<file path="config.mk">
export PLATFORM = sky130hd
export DESIGN_NAME = afm_arp_filter
export DESIGN_NICKNAME = d
export VERILOG_FILES = /design/src/logic/afm_pkg.sv /design/src/logic/afm_hit_counter.sv /design/src/logic/afm_arp_filter.sv
export SDC_FILE = /design/constraint.sdc
export NUM_CORES = 1
export LEC_CHECK = 0
export BUFFER_PORTS_ARGS = -buffer_cell sky130_fd_sc_hd__buf_2
export CAP_MARGIN = 20
export CORE_AREA = 2 2 178 180
export DETAILED_ROUTE_END_ITERATION = 8
export DIE_AREA = 0 0 180 182
export GPL_ROUTABILITY_DRIVEN = 0
export PLACE_DENSITY = 0.49
export SETUP_SLACK_MARGIN = 0.02
export SYNTH_ARGS = -nofsm -noshare
export SYNTH_HDL_FRONTEND = slang
export SYNTH_SLANG_ARGS = --single-unit
</file>
<file path="constraint.sdc">
create_clock -name clk -period 3.5 [get_ports clk]
set_input_delay 0.35 -clock clk [delete_from_list [all_inputs] [get_ports clk]]
set_output_delay 0.35 -clock clk [all_outputs]
set_load 0.01 [all_outputs]
</file>
<file path="src/logic/afm_pkg.sv">
package afm_pkg;

    // Setting codes of the opcode-class filter.
    typedef enum logic [1:0] {
        OPC_ANY     = 2'h0,
        OPC_FORWARD = 2'h1,
        OPC_REVERSE = 2'h2,
        OPC_UNKNOWN = 2'h3
    } afm_opclass_t;

    // Setting codes of the request/reply filter.
    typedef enum logic [1:0] {
        RR_ANY     = 2'h0,
        RR_REQUEST = 2'h1,
        RR_REPLY   = 2'h2
    } afm_reqrep_t;

    // Setting codes of the protocol-address filters.
    typedef enum logic [1:0] {
        PA_ANY     = 2'h0,
        PA_HOST    = 2'h1,
        PA_NETWORK = 2'h2
    } afm_pafilt_t;

    // Setting codes of the three-way flag checks.
    typedef enum logic [1:0] {
        TRI_ZERO = 2'h0,
        TRI_ONE  = 2'h1,
        TRI_ANY  = 2'h2
    } afm_tri_t;

    // Frame type selection of an entry.
    typedef enum logic [1:0] {
        FT_ANY     = 2'h0,
        FT_ETHTYPE = 2'h1,
        FT_ARP     = 2'h2,
        FT_IP      = 2'h3
    } afm_ftype_t;

    // Resolution operation codes.
    localparam logic [15:0] OP_FWD_REQUEST = 16'h0001;
    localparam logic [15:0] OP_FWD_REPLY   = 16'h0002;
    localparam logic [15:0] OP_REV_REQUEST = 16'h0003;
    localparam logic [15:0] OP_REV_REPLY   = 16'h0004;

    // Required field constants.
    localparam logic [7:0]  HW_LEN_ETH     = 8'h06;
    localparam logic [7:0]  PROTO_LEN_IP4  = 8'h04;
    localparam logic [15:0] HW_SPACE_ETH   = 16'h0001;
    localparam logic [15:0] PROTO_SPACE_IP = 16'h0800;

    localparam int          CNT_W          = 32;
    localparam logic [31:0] CNT_ONE        = 32'h0000_0001;
    localparam logic [31:0] CNT_ZERO       = 32'h0000_0000;

    // Header fields of one address-resolution frame.
    typedef struct packed {
        logic [47:0] frameSourceMac;
        logic [15:0] hwAddressSpace;
        logic [15:0] protocolAddressSpace;
        logic [7:0]  hwAddressLength;
        logic [7:0]  protocolAddressLength;
        logic [15:0] resolutionOperationCode;
        logic [47:0] senderHwAddress;
        logic [31:0] senderProtocolAddress;
        logic [47:0] targetHwAddress;
        logic [31:0] targetProtocolAddress;
    } afm_frame_t;

    // Configuration of one access control entry.
    typedef struct packed {
        afm_ftype_t  frameType;
        logic        denyAction;
        afm_opclass_t opClass;
        afm_reqrep_t reqRep;
        afm_pafilt_t senderFilt;
        logic [31:0] senderAddr;
        logic [31:0] senderMask;
        afm_pafilt_t targetFilt;
        logic [31:0] targetAddr;
        logic [31:0] targetMask;
        afm_tri_t    senderMacChk;
        afm_tri_t    targetMacChk;
        afm_tri_t    lengthChk;
        afm_tri_t    hwSpaceChk;
        afm_tri_t    protoSpaceChk;
    } afm_entry_t;

endpackage : afm_pkg

</file>
<file path="src/logic/afm_hit_counter.sv">
`timescale 1ns/100ps
// Hit counter of one entry; cleared by clear pulse, a hit in the same cycle is counted after the clear.
module afm_hit_counter (
    input  wire logic                     clk,
    input  wire logic                     rst_b,
    input  wire logic                     hit,
    input  wire logic                     clear,
    output logic [afm_pkg::CNT_W-1:0]     count
);

    logic [afm_pkg::CNT_W-1:0] count_q;
    logic [afm_pkg::CNT_W-1:0] count_d;

    // A hit in the clear cycle restarts the count at one.
    assign count_d = hit ? ((clear ? afm_pkg::CNT_ZERO : count_q)
                            + afm_pkg::CNT_ONE)
                   : (clear ? afm_pkg::CNT_ZERO : count_q);
    assign count   = count_q;

    // Counter register.
    always_ff @(posedge clk or negedge rst_b) begin
        if (!rst_b) begin
            count_q <= afm_pkg::CNT_ZERO;
        end else begin
            count_q <= count_d;
        end
    end

endmodule : afm_hit_counter

</file>
<file path="src/logic/afm_arp_filter.sv">
`timescale 1ns/100ps
module afm_arp_filter (
    input  wire logic                      clk,
    input  wire logic                      rst_b,
    input  wire logic                      frameValid,
    input  wire logic                      frameIsArp,
    input  wire afm_pkg::afm_frame_t       frame,
    input  wire afm_pkg::afm_entry_t       accessControlEntry,
    input  wire logic                      counterClear,
    output logic                           resultValid,
    output logic                           entryHit,
    output logic                           frameDrop,
    output logic                           framePermit,
    output logic [afm_pkg::CNT_W-1:0]      hitCount
);

    // Opcode decoding.
    wire logic opFwd;
    wire logic opRev;
    wire logic opReq;
    wire logic opRep;
    assign opFwd = (frame.resolutionOperationCode == afm_pkg::OP_FWD_REQUEST)
                || (frame.resolutionOperationCode == afm_pkg::OP_FWD_REPLY);
    assign opRev = (frame.resolutionOperationCode == afm_pkg::OP_REV_REQUEST)
                || (frame.resolutionOperationCode == afm_pkg::OP_REV_REPLY);
    assign opReq = (frame.resolutionOperationCode == afm_pkg::OP_FWD_REQUEST)
                || (frame.resolutionOperationCode == afm_pkg::OP_REV_REQUEST);
    assign opRep = (frame.resolutionOperationCode == afm_pkg::OP_FWD_REPLY)
                || (frame.resolutionOperationCode == afm_pkg::OP_REV_REPLY);

    // Opcode class filter.
    wire logic opClassOk;
    assign opClassOk =
        (accessControlEntry.opClass == afm_pkg::OPC_ANY)
     || ((accessControlEntry.opClass == afm_pkg::OPC_FORWARD) && opFwd)
     || ((accessControlEntry.opClass == afm_pkg::OPC_REVERSE) && opRev)
     || ((accessControlEntry.opClass == afm_pkg::OPC_UNKNOWN)
         && !opFwd && !opRev);

    // Request or reply filter; an undefined code matches nothing.
    wire logic reqRepOk;
    assign reqRepOk =
        (accessControlEntry.reqRep == afm_pkg::RR_ANY)
     || ((accessControlEntry.reqRep == afm_pkg::RR_REQUEST) && opReq)
     || ((accessControlEntry.reqRep == afm_pkg::RR_REPLY) && opRep);

    // Protocol address filters.
    wire logic senderOk;
    wire logic targetOk;
    assign senderOk =
        (accessControlEntry.senderFilt == afm_pkg::PA_ANY)
     || ((accessControlEntry.senderFilt == afm_pkg::PA_HOST)
         && (frame.senderProtocolAddress
             == accessControlEntry.senderAddr))
     || ((accessControlEntry.senderFilt == afm_pkg::PA_NETWORK)
         && ((frame.senderProtocolAddress & accessControlEntry.senderMask)
             == (accessControlEntry.senderAddr
                 & accessControlEntry.senderMask)));
    assign targetOk =
        (accessControlEntry.targetFilt == afm_pkg::PA_ANY)
     || ((accessControlEntry.targetFilt == afm_pkg::PA_HOST)
         && (frame.targetProtocolAddress
             == accessControlEntry.targetAddr))
     || ((accessControlEntry.targetFilt == afm_pkg::PA_NETWORK)
         && ((frame.targetProtocolAddress & accessControlEntry.targetMask)
             == (accessControlEntry.targetAddr
                 & accessControlEntry.targetMask)));

    // Flag conditions for the three-way checks.
    wire logic senderMacEq;
    wire logic targetMacEq;
    wire logic lengthEq;
    wire logic hwSpaceEq;
    wire logic protoSpaceEq;
    assign senderMacEq  = frame.senderHwAddress == frame.frameSourceMac;
    assign targetMacEq  = frame.targetHwAddress == frame.frameSourceMac;
    assign lengthEq     = (frame.hwAddressLength == afm_pkg::HW_LEN_ETH)
                       && (frame.protocolAddressLength
                           == afm_pkg::PROTO_LEN_IP4);
    assign hwSpaceEq    = frame.hwAddressSpace == afm_pkg::HW_SPACE_ETH;
    assign protoSpaceEq = frame.protocolAddressSpace
                       == afm_pkg::PROTO_SPACE_IP;

    // Three-way check: one needs the condition, zero its complement.
    function automatic logic triCheck(input afm_pkg::afm_tri_t sel,
                                      input logic cond);
        triCheck = (sel == afm_pkg::TRI_ANY)
                || ((sel == afm_pkg::TRI_ONE) && cond)
                || ((sel == afm_pkg::TRI_ZERO) && !cond);
    endfunction : triCheck

    wire logic senderMacOk;
    wire logic targetMacOk;
    wire logic lengthOk;
    wire logic hwSpaceOk;
    wire logic protoSpaceOk;
    assign senderMacOk  = triCheck(accessControlEntry.senderMacChk,
                                   senderMacEq);
    // Target MAC check applies to reverse frames only; others pass it.
    assign targetMacOk  = !opRev
                       || triCheck(accessControlEntry.targetMacChk,
                                   targetMacEq);
    assign lengthOk     = triCheck(accessControlEntry.lengthChk,
                                   lengthEq);
    assign hwSpaceOk    = triCheck(accessControlEntry.hwSpaceChk,
                                   hwSpaceEq);
    assign protoSpaceOk = triCheck(accessControlEntry.protoSpaceChk,
                                   protoSpaceEq);

    // Overall match of the entry.
    wire logic arpSelected;
    wire logic fieldsOk;
    wire logic matchNow;
    assign arpSelected = accessControlEntry.frameType == afm_pkg::FT_ARP;
    assign fieldsOk = opClassOk && reqRepOk && senderOk && targetOk
                   && senderMacOk && targetMacOk && lengthOk
                   && hwSpaceOk && protoSpaceOk;
    // Other frame types are not this block's concern; only ARP frames hit.
    assign matchNow = frameValid && frameIsArp && arpSelected
                   && fieldsOk;

    // Registered decision, one cycle after the frame is offered.
    logic valid_q;
    logic hit_q;
    logic drop_q;
    logic permit_q;
    always_ff @(posedge clk or negedge rst_b) begin
        if (!rst_b) begin
            valid_q  <= 1'b0;
            hit_q    <= 1'b0;
            drop_q   <= 1'b0;
            permit_q <= 1'b0;
        end else begin
            valid_q  <= frameValid;
            hit_q    <= matchNow;
            drop_q   <= matchNow && accessControlEntry.denyAction;
            permit_q <= matchNow && !accessControlEntry.denyAction;
        end
    end

    assign resultValid = valid_q;
    assign entryHit    = hit_q;
    assign frameDrop   = drop_q;
    assign framePermit = permit_q;

    // Hit counter of the entry.
    afm_hit_counter afm_hit_counter_i (
        .clk   (clk),
        .rst_b (rst_b),
        .hit   (matchNow),
        .clear (counterClear),
        .count (hitCount)
    );

    // Assertions.
    logic [afm_pkg::CNT_W-1:0] cntPast;
    assign cntPast = hitCount;
endmodule : afm_arp_filter

</file>
==> results of run 1 <==
synth_stat cells, types with 3 or more instances:
cell type / n / area share [%]
a22oi_1: 28 / 4.5
nor2b_1: 30 / 4.0
mux2_1: 17 / 4.1
mux2_2: 3 / 0.73
and3_1: 6 / 0.81
and4_1: 4 / 0.76
o21ai_0: 6 / 0.65
a21oi_1: 5 / 0.54
and2_1: 3 / 0.41
nor3_1: 17 / 1.8
inv_1: 13 / 1.1
a311oi_1: 3 / 0.57
nand3_1: 39 / 4.2
nor4_1: 51 / 6.9
xnor2_1: 12 / 2.3
nor2_1: 46 / 3.7
or4_1: 4 / 0.65
xor2_1: 155 / 29
clkbuf_1: 10 / 0.81
buf_2: 4 / 0.43
a41o_1: 3 / 0.65
nand2_1: 10 / 0.81
dfrtp_1: 36 / 19
a221oi_1: 3 / 0.57
nor4b_1: 3 / 0.57
nand4_1: 29 / 3.9
kinds of logic after synthesis:
| kind of cell | Yosys count | synth area share [%] |
|---|---|---|
| simple gates | 253 | 30.8 |
| xor+xnor | 167 | 31.6 |
| compound gates | 56 | 9.10 |
| flops | 36 | 19.4 |
| buf+inv | 32 | 3.11 |
| mux | 23 | 5.72 |
| fa+ha+maj | 1 | 0.270 |
layout make-up:
type / instances / area, um2 / area share [%]
Multi-Input combinational cell: 500 / 3590 / 47.1
Timing Repair Buffer: 470 / 2410 / 31.6
Sequential cell: 36 / 901 / 11.8
Tap cell: 402 / 503 / 6.59
Clock buffer: 6 / 129 / 1.69
Inverter: 13 / 48.8 / 0.640
Clock inverter: 2 / 35.0 / 0.459
Antenna cell: 3 / 7.51 / 0.0984
how the worst max path moves through the flow:
stage                           from                                     to  slack (ns)
final                      frame[10]                  framePermit$_DFF_PN0_        0.64
after global routing       frame[25]                  framePermit$_DFF_PN0_        0.41
after CTS                  frame[25]                  framePermit$_DFF_PN0_        0.48
after detailed placement   frame[25]                  framePermit$_DFF_PN0_        0.20
after global placement     frame[25]  afm_hit_counter_i.count[29]$_DFF_PN0_        0.25
after floorplan           frame[238]  afm_hit_counter_i.count[14]$_DFF_PN0_        0.87
layout by cell type, fill, tap and decap left out, drive strengths merged, types with 3 or more instances in the layout:
cell type / instances
o21ai: 6
a311oi: 3
nor3: 18
or4: 4
inv: 13
mux2: 22
and3: 6
a21oi: 5
nand3: 39
nand2: 10
nor4b: 3
diode: 3
xor2: 155
a41o: 3
a22oi: 28
and2: 3
dfrtp: 36
xnor2: 12
nor2: 46
clkbuf: 6
and4: 4
buf: 470
nor2b: 30
a221oi: 3
nand4: 29
nor4: 52
worst reg2reg max path, cell delays in order, from the launching register on:
cell,delay [ns]
dfrtp_1,0.40
and3_1,0.25
nand3_1,0.15
nor2_1,0.22
nand2_1,0.30
or3_1,0.43
nor3_1,0.16
nand3_1,0.11
mux2_1,0.31
layer usage:
layer | wire length, um | vias to the layer above | part of all wire (%) | track usage, %
li1 | - | 3009 | - | -
met1 | 13100 | 2930 | 47 | 23.1
met2 | 12000 | 321 | 43 | 24.2
met3 | 2480 | 30 | 8.9 | 4.65
met4 | 353 | 8 | 1.3 | 2.28
met5 | 47 | - | 0.17 | 0
registers in the layout, indices dropped and copies added, names as in the netlist:
register                 flops
afm_hit_counter_i.count     32
entryHit                     1
framePermit                  1
frameDrop                    1
resultValid                  1
per-stage QoR:
step / hold slack, ns / cells / util, %
finish: 0.187 / 1432 / 24.6
global route: 0.199 / 1429 / 24.6
CTS: 0.193 / 1429 / 24.6
detailed placement: 0.478 / 1421 / 24.1
global placement: 0.471 / 1421 / 24.1
floorplan: 0.0544 / 568 / -
where the power goes:
group | internal [W] | switching, W | total, W
combinational | 0.000295 | 0.000297 | 0.000591
sequential | 0.000417 | 0.0000000930 | 0.000417
clock | 0.000336 | 0.000185 | 0.000521
total | 0.00105 | 0.000482 | 0.00153
==> run_results.csv, run 1 <==
group,metric,value,unit
run_status,status,"complete, no violations",
placement,pre_cts_slack,0.195,ns
setup_path,worstPathCellList,"buf_2 > xor2_1 > nor4_1 > nand4_1 > or4_1 > o21ai_0 > and4_1 > buf_12 > a21boi_0 > and4b_1",
sta,fin_ws,0.644,ns
global_route,gr-total-overflow,0,
clock_network,clkLatencyLatePin,0.28,ns
clock_network,clock-sinks,36,
floorplanning,die_area,32800,um2
routing,via_per_inst,4.40,
synthesis,synth.cell_area,4630,um2
placement,io_buffers,461,
setup_path,cp-end-kind,"flip-flop",
setup_path,reg2reg_depth,8,
run,cap_violations,0,
routing,drc,0,
sta,rsz0062_at_grt,"false",
synthesis,ys_seq_area_share,19.4,%
clock_network,holdBufCountCts,0,
clock_network,clockBufferDepth,2,
routing,drt.antenna.violating_nets,0,
placement,post-dp-hpwl,25100,um
global_route,grt_pass1_vias,6310,
synthesis,synth_seq_cells,36,
cells_and_area,drive_above_1_share,47.5,%
floorplanning,die_w,180,um
setup_path,startpoint_type,"input pin",
synthesis,synth_flop_cell,"dfrtp_1",
global_route,grt_pass1_wl,39800,um
cells_and_area,synthToLayoutAreaGrowth,64.6,%
clock_network,cts_tree,"done",
global_route,grt_use_total,16.1,%
routing,via_count,6298,
sta,tightestPinTransition,0.873,ns
setup_path,crit_slowest_cell,"or4_1",
sta,min_period_over_period,81.6,%
clock_network,postCtsSetupBuffers,0,
setup_path,path_delay_family,"simple AND/OR/NAND/NOR gates",
floorplanning,start_util,15.0,%
sta,finalSetupViolCount,0,
cells_and_area,nets,1453,
clock_network,numCtsBuffers,5,
power_and_ir_drop,leakage,3.86,nW
setup_path,worst-r2r-setup-slack,1.06,ns
routing,wl_per_cell,19.5,um
power_and_ir_drop,p_per_area,200,nW/um2
placement,place_area,7460,um2
setup_path,cp_num_cells,10,
global_route,grt_antenna_before_repair,20,
cells_and_area,fill_cells,3492,
setup_path,required,3.71,ns
setup_path,cp_data_arrival_time,3.07,ns
floorplanning,std_cell_rows,65,
routing,wl,28000,um
setup_path,path_buf_inv,2,
sta,maxSlewViolCount,0,
routing,dr.pass1.iters,5,
clock_network,cts_htree_levels,2,
setup_path,worst_r2r_startpoint,"afm_hit_counter_i.count[3]$_DFF_PN0_",
sta,max_freq,0.350,GHz
sta,max_slew_margin,41.8,%
synthesis,synth_edf_count,0,
floorplanning,fp.dieH,182,um
floorplanning,io_pins,462,
sta,min_period,2.86,ns
setup_path,cp_slowest_stage_delay,0.52,ns
clock_network,cts.repair.resized,0,
worst_hold_path,holdCritPathClass,"input pin to async pin",
synthesis,synth.avg_cell_area,8.16,um2
routing,drt_iter0_drc,434,
setup_path,r2r-end,"afm_hit_counter_i.count[24]$_DFF_PN0_",
synthesis,synth_cells,568,
sta,skew,0.00920,ns
sta,final-hold-violation-count,0,
global_route,grt_max_degree,38,
synthesis,synth_cell_types,45,
setup_path,path_class,"input pin to flip-flop",
clock_network,root_buffer,"clkbuf_16",
power_and_ir_drop,ir_worst_vdd,0.176,mV
setup_path,crit_fanout,35,
sta,finalSetupTns,0,ns
synthesis,async_reset_ff_share,100,%
cells_and_area,fin_area,7630,um2
clock_network,clk_pin_slew,0.06,ns
floorplanning,placeableCoreArea,31000,um2
synthesis,yosysWarnings,0,
synthesis,syn_nets,995,
power_and_ir_drop,power,0.00153,W
Power figures use the tool's default switching activity.
==> run 2: changes to the inputs <==
==> constraint.sdc (replaced) <==
create_clock -name clk -period 2.8 [get_ports clk]
set_input_delay 0.28 -clock clk [delete_from_list [all_inputs] [get_ports clk]]
set_output_delay 0.28 -clock clk [all_outputs]
set_load 0.01 [all_outputs]
==> run_results.csv, run 2 (synthesized netlist as in run 1, its figures left out) <==
group,metric,value,unit
clock_network,root_buffer,"clkbuf_16",
setup_path,crit_fanout,34,
sta,rsz0062_at_grt,"true",
sta,min_period_over_period,95.8,%
cells_and_area,fin_area,7880,um2
placement,pre_cts_slack,-0.322,ns
global_route,grt_pass1_vias,6487,
sta,fin_ws,0.118,ns
setup_path,cp_data_arrival_time,2.85,ns
floorplanning,die_w,180,um
routing,via_per_inst,4.35,
clock_network,clockBufferDepth,2,
clock_network,postCtsSetupBuffers,0,
global_route,top_usage_layer,"met2",
global_route,met1_usage,21.5,%
setup_path,reg2reg_depth,8,
routing,wl,28100,um
setup_path,path_class,"input pin to flip-flop",
clock_network,cts_htree_levels,2,
power_and_ir_drop,ir_worst_vdd,0.256,mV
clock_network,clkLatencyLatePin,0.28,ns
cells_and_area,largest_reg_flops,32,
cells_and_area,nets,1484,
sta,final-hold-violation-count,0,
setup_path,worst_r2r_startpoint,"afm_hit_counter_i.count[3]$_DFF_PN0_",
sta,finalSetupViolCount,0,
cells_and_area,mostFrequentLayoutCells,"buf_2 (461), xor2_1 (155), nor4_1 (47)",
global_route,gr-total-overflow,0,
sta,max_slew_margin,41.1,%
routing,wl_per_cell,19.2,um
sta,whs,0.120,ns
floorplanning,die_area,32800,um2
sta,maxSlewViolCount,0,
placement,io_buffers,461,
power_and_ir_drop,leakage,4.02,nW
worst_hold_path,holdCritPathClass,"input pin to async pin",
global_route,grt_use_met2,25.0,%
setup_path,required,2.97,ns
floorplanning,fp.dieH,182,um
global_route,grt_use_total,16.2,%
setup_path,worst-r2r-setup-slack,0.44,ns
sta,tightestPinTransition,0.883,ns
clock_network,cts_tree,"done",
clock_network,numCtsBuffers,5,
floorplanning,std_cell_rows,65,
global_route,met3_usage,6.56,%
routing,dr.pass1.iters,5,
setup_path,r2r-end,"afm_hit_counter_i.count[30]$_DFF_PN0_",
clock_network,holdBufCountCts,0,
global_route,grt_pass1_wl,39900,um
floorplanning,placeableCoreArea,31000,um2
routing,drt.antenna.violating_nets,0,
sta,skew,0.00743,ns
global_route,grt_max_degree,37,
routing,drt_iter0_drc,449,
cells_and_area,mostFrequentLayoutCell,"buf_2",
routing,via_count,6376,
routing,drc,0,
power_and_ir_drop,power,0.00193,W
global_route,grt_antenna_before_repair,21,
setup_path,cp-end-kind,"flip-flop",
run_status,status,"complete, no violations",
cells_and_area,drive_above_1_share,49.5,%
clock_network,clock-sinks,36,
run,cap_violations,0,
sta,max_freq,0.373,GHz
placement,post-dp-hpwl,25400,um
setup_path,startpoint_type,"input pin",
floorplanning,io_pins,462,
power_and_ir_drop,p_per_area,244,nW/um2
cells_and_area,synthToLayoutAreaGrowth,70.1,%
cells_and_area,fill_cells,3486,
sta,min_period,2.68,ns
floorplanning,start_util,15.0,%
placement,place_area,7680,um2
clock_network,clk_pin_slew,0.06,ns
==> run 2: cell types whose count changed in the layout (fill, tap and decap cells not counted) <==
cell / before / now
a21boi_0: 1 / 0
a21boi_2: 0 / 1
buf_12: 3 / 2
buf_4: 6 / 38
diode_2: 3 / 5
nor4_1: 51 / 47
nor4_2: 0 / 4
==> run 2: repair_timing <==
item                                    CTS  global route
gates resized for setup                   3             3
gates cloned                              0             0
pin swaps                                 0             0
endpoints found under the setup margin   16            30
hold endpoints to repair                  0             0
==> run 2: stage by stage <==
step                util (%)  TNS (ns)  instances
finish                  25.4         0       1465
global route            25.4         0       1460
CTS                     25.4         0       1460
detailed placement      24.8     -8.70       1452
global placement        24.8     -9.45       1452
floorplan                  -         0        568
==> run 2: how the worst max path moves through the flow <==
stage	from	endpoint	slack [ns]	cells past startpoint
6_report	frame[100]	afm_hit_counter_i.count[25]$_DFF_PN0_	0.12	10
5_1_grt	frame[10]	afm_hit_counter_i.count[21]$_DFF_PN0_	0.02	11
4_1_cts	frame[10]	frameDrop$_DFF_PN0_	0.05	11
3_5_place_dp	frame[10]	frameDrop$_DFF_PN0_	-0.32	11
3_3_place_gp	accessControlEntry[3]	afm_hit_counter_i.count[25]$_DFF_PN0_	-0.32	10
2_1_floorplan	frame[238]	afm_hit_counter_i.count[14]$_DFF_PN0_	0.24	9
==> run 2: worst max-delay path, stage by stage <==
cell     delay, ns
buf_2         0.10
xor2_1        0.17
nor4_1        0.51
nand4_1       0.17
or4_1         0.52
o21ai_0       0.16
and4_1        0.26
buf_12        0.20
nand4_1       0.12
mux2_1        0.32
==> run 2: area by class of cell <==
cell class,instances,area (um2),area share (%)
diodes,5,12.5,0.159
clock buffers,6,129,1.63
clock inverters,2,35.0,0.444
inverters,13,48.8,0.619
multi-input cells,500,3620,45.9
flip-flops and latches,36,901,11.4
well taps,402,503,6.38
repair buffers,501,2630,33.4
==> run 2: metal layers <==
metal | vias to the layer above | wire length [um]
met3 | 32 | 2510
met2 | 310 | 12200
met1 | 2953 | 13000
li1 | 3071 | -
met4 | 10 | 391
met5 | - | 61
==> run 2: where the power goes <==
group	switching (W)	total, W	internal [W]
clock network	0.000218	0.000637	0.000419
registers	0.000000126	0.000521	0.000521
logic	0.000380	0.000767	0.000387
total	0.000598	0.00193	0.00133
==> run 3: changes to the inputs <==
--- a/config.mk
+++ b/config.mk
@@ -7,11 +7,13 @@
 export LEC_CHECK = 0
 export BUFFER_PORTS_ARGS = -buffer_cell sky130_fd_sc_hd__buf_2
 export CAP_MARGIN = 20
-export CORE_AREA = 2 2 178 180
+export CELL_PAD_IN_SITES_DETAIL_PLACEMENT = 1
+export CELL_PAD_IN_SITES_GLOBAL_PLACEMENT = 1
+export CORE_AREA = 2 2 180 182
 export DETAILED_ROUTE_END_ITERATION = 8
-export DIE_AREA = 0 0 180 182
+export DIE_AREA = 0 0 182 184
 export GPL_ROUTABILITY_DRIVEN = 0
-export PLACE_DENSITY = 0.49
+export PLACE_DENSITY = 0.65
 export SETUP_SLACK_MARGIN = 0.02
 export SYNTH_ARGS = -nofsm -noshare
 export SYNTH_HDL_FRONTEND = slang
==> run_results.csv, run 3 (synthesized netlist as in run 1, its figures left out) <==
group,metric,value,unit
run_status,status,"complete, no violations",
sta,max_slew_margin,42.5,%
clock_network,root_buffer,"clkbuf_16",
setup_path,path_buf_inv,2,
cells_and_area,mostFrequentLayoutCells,"buf_2 (461), xor2_1 (155), nor4_1 (50)",
floorplanning,std_cell_rows,65,
cells_and_area,fill_cells,3905,
sta,maxSlewViolCount,0,
run,cap_violations,0,
setup_path,reg2reg_depth,8,
setup_path,crit_fanout,6,
setup_path,cp_slowest_stage_delay,0.46,ns
routing,drt_iter0_drc,261,
power_and_ir_drop,leakage,4.04,nW
routing,drt.antenna.violating_nets,0,
setup_path,worstPathCellList,"buf_2 > xor2_1 > nor4_1 > nand3_1 > nor4_4 > mux2i_2 > buf_12 > nor3_2 > nand4_1 > mux2_1",
global_route,grt_pass1_wl,44500,um
cells_and_area,finalCoreUtilization,25.4,%
power_and_ir_drop,power,0.00184,W
global_route,top_usage_layer,"met2",
floorplanning,placeableCoreArea,31400,um2
global_route,grt_use_total,17.8,%
sta,finalSetupViolCount,0,
floorplanning,start_util,14.8,%
sta,max_freq,0.372,GHz
sta,skew,0.00491,ns
global_route,met3_usage,6.68,%
routing,via_count,6449,
global_route,grt_use_met2,28.2,%
routing,drc,0,
sta,tightestPinTransition,0.862,ns
setup_path,cp-end-kind,"flip-flop",
routing,dr.pass1.iters,4,
sta,min_period_over_period,96.0,%
routing,wl_per_cell,21.1,um
clock_network,clock-sinks,36,
placement,place_area,7720,um2
placement,post-dp-hpwl,28000,um
global_route,gr-total-overflow,0,
sta,min_period,2.69,ns
global_route,grt_pass1_vias,7072,
setup_path,worst-r2r-setup-slack,0.36,ns
cells_and_area,drive_above_1_share,49.7,%
clock_network,clockBufferDepth,2,
cells_and_area,largest_reg_flops,32,
setup_path,path_class,"input pin to flip-flop",
power_and_ir_drop,ir_worst_vdd,0.193,mV
clock_network,cts_htree_levels,2,
setup_path,required,2.96,ns
clock_network,numCtsBuffers,5,
global_route,grt_antenna_before_repair,22,
setup_path,worst_r2r_startpoint,"afm_hit_counter_i.count[11]$_DFF_PN0_",
cells_and_area,synthToLayoutAreaGrowth,71.8,%
setup_path,crit_slowest_cell,"nor3_2",
setup_path,r2r-end,"afm_hit_counter_i.count[21]$_DFF_PN0_",
cells_and_area,fin_area,7960,um2
cells_and_area,regArea,901,um2
placement,io_buffers,461,
clock_network,clkLatencyLatePin,0.28,ns
clock_network,clk_pin_slew,0.06,ns
placement,pre_cts_slack,-0.459,ns
worst_hold_path,holdCritPathClass,"input pin to async pin",
floorplanning,die_w,182,um
sta,final-hold-violation-count,0,
cells_and_area,multiInputGateArea,3620,um2
setup_path,path_delay_family,"simple AND/OR/NAND/NOR gates",
floorplanning,die_area,33500,um2
floorplanning,io_pins,462,
global_route,met1_usage,23.0,%
cells_and_area,mostFrequentLayoutCell,"buf_2",
sta,fin_ws,0.111,ns
clock_network,cts_tree,"done",
sta,whs,0.106,ns
cells_and_area,nets,1488,
setup_path,cp_data_arrival_time,2.85,ns
power_and_ir_drop,p_per_area,231,nW/um2
routing,via_per_inst,4.38,
routing,wl,31100,um
setup_path,startpoint_type,"input pin",
floorplanning,fp.dieH,184,um
global_route,grt_max_degree,37,
sta,rsz0062_at_grt,"true",
run 3: changes by cell type in the layout (fill, tap and decap cells not counted), moves of 2 or more:
cell	previous run	this run
diode_2	5	9
buf_12	2	5
nor4_1	47	50
nor4_2	4	1
clkbuf_16	5	7
run 3: how the worst max path moves through the flow:
stage	from	slack [ns]	cells after the start	to
2_1_floorplan	frame[238]	0.24	9	afm_hit_counter_i.count[14]$_DFF_PN0_
3_3_place_gp	frame[10]	-0.38	11	afm_hit_counter_i.count[29]$_DFF_PN0_
3_5_place_dp	frame[10]	-0.46	11	frameDrop$_DFF_PN0_
4_1_cts	frame[10]	0.04	11	afm_hit_counter_i.count[21]$_DFF_PN0_
5_1_grt	frame[267]	0.01	10	afm_hit_counter_i.count[25]$_DFF_PN0_
6_report	frame[267]	0.11	10	afm_hit_counter_i.count[21]$_DFF_PN0_
run 3: routing by layer:
layer	wire length [um]	up-vias
met5	69	-
met2	13800	300
met1	13800	3023
met3	2850	41
li1	-	3075
met4	520	10
run 3: layout make-up:
cell class,instances,area share [%]
diodes,9,0.283
clock inverters,1,0.0629
multi-input cells,500,45.4
repair buffers,505,34.3
clock buffers,6,1.62
flip-flops and latches,36,11.3
well taps,402,6.32
inverters,13,0.613
run 3: power by group:
group          internal, W  total [W]  switching, W
clock             0.000324   0.000538      0.000215
sequential        0.000521   0.000521   0.000000195
combinational     0.000394   0.000783      0.000389
total              0.00124    0.00184      0.000604
run 3: what timing repair did:
item | CTS | global route
hold buffers | 0 | 0
gates cloned | 0 | 2
endpoints found under the setup margin | 29 | 26
pin swaps | 0 | 2
setup buffers | 0 | 1
resized for setup | 4 | 5
run 3: through the flow:
stage | TNS [ns] | instances
floorplan | 0 | 568
global placement | -10.62 | 1453
detailed placement | -12.12 | 1453
CTS | 0 | 1460
global route | 0 | 1465
finish | 0 | 1472
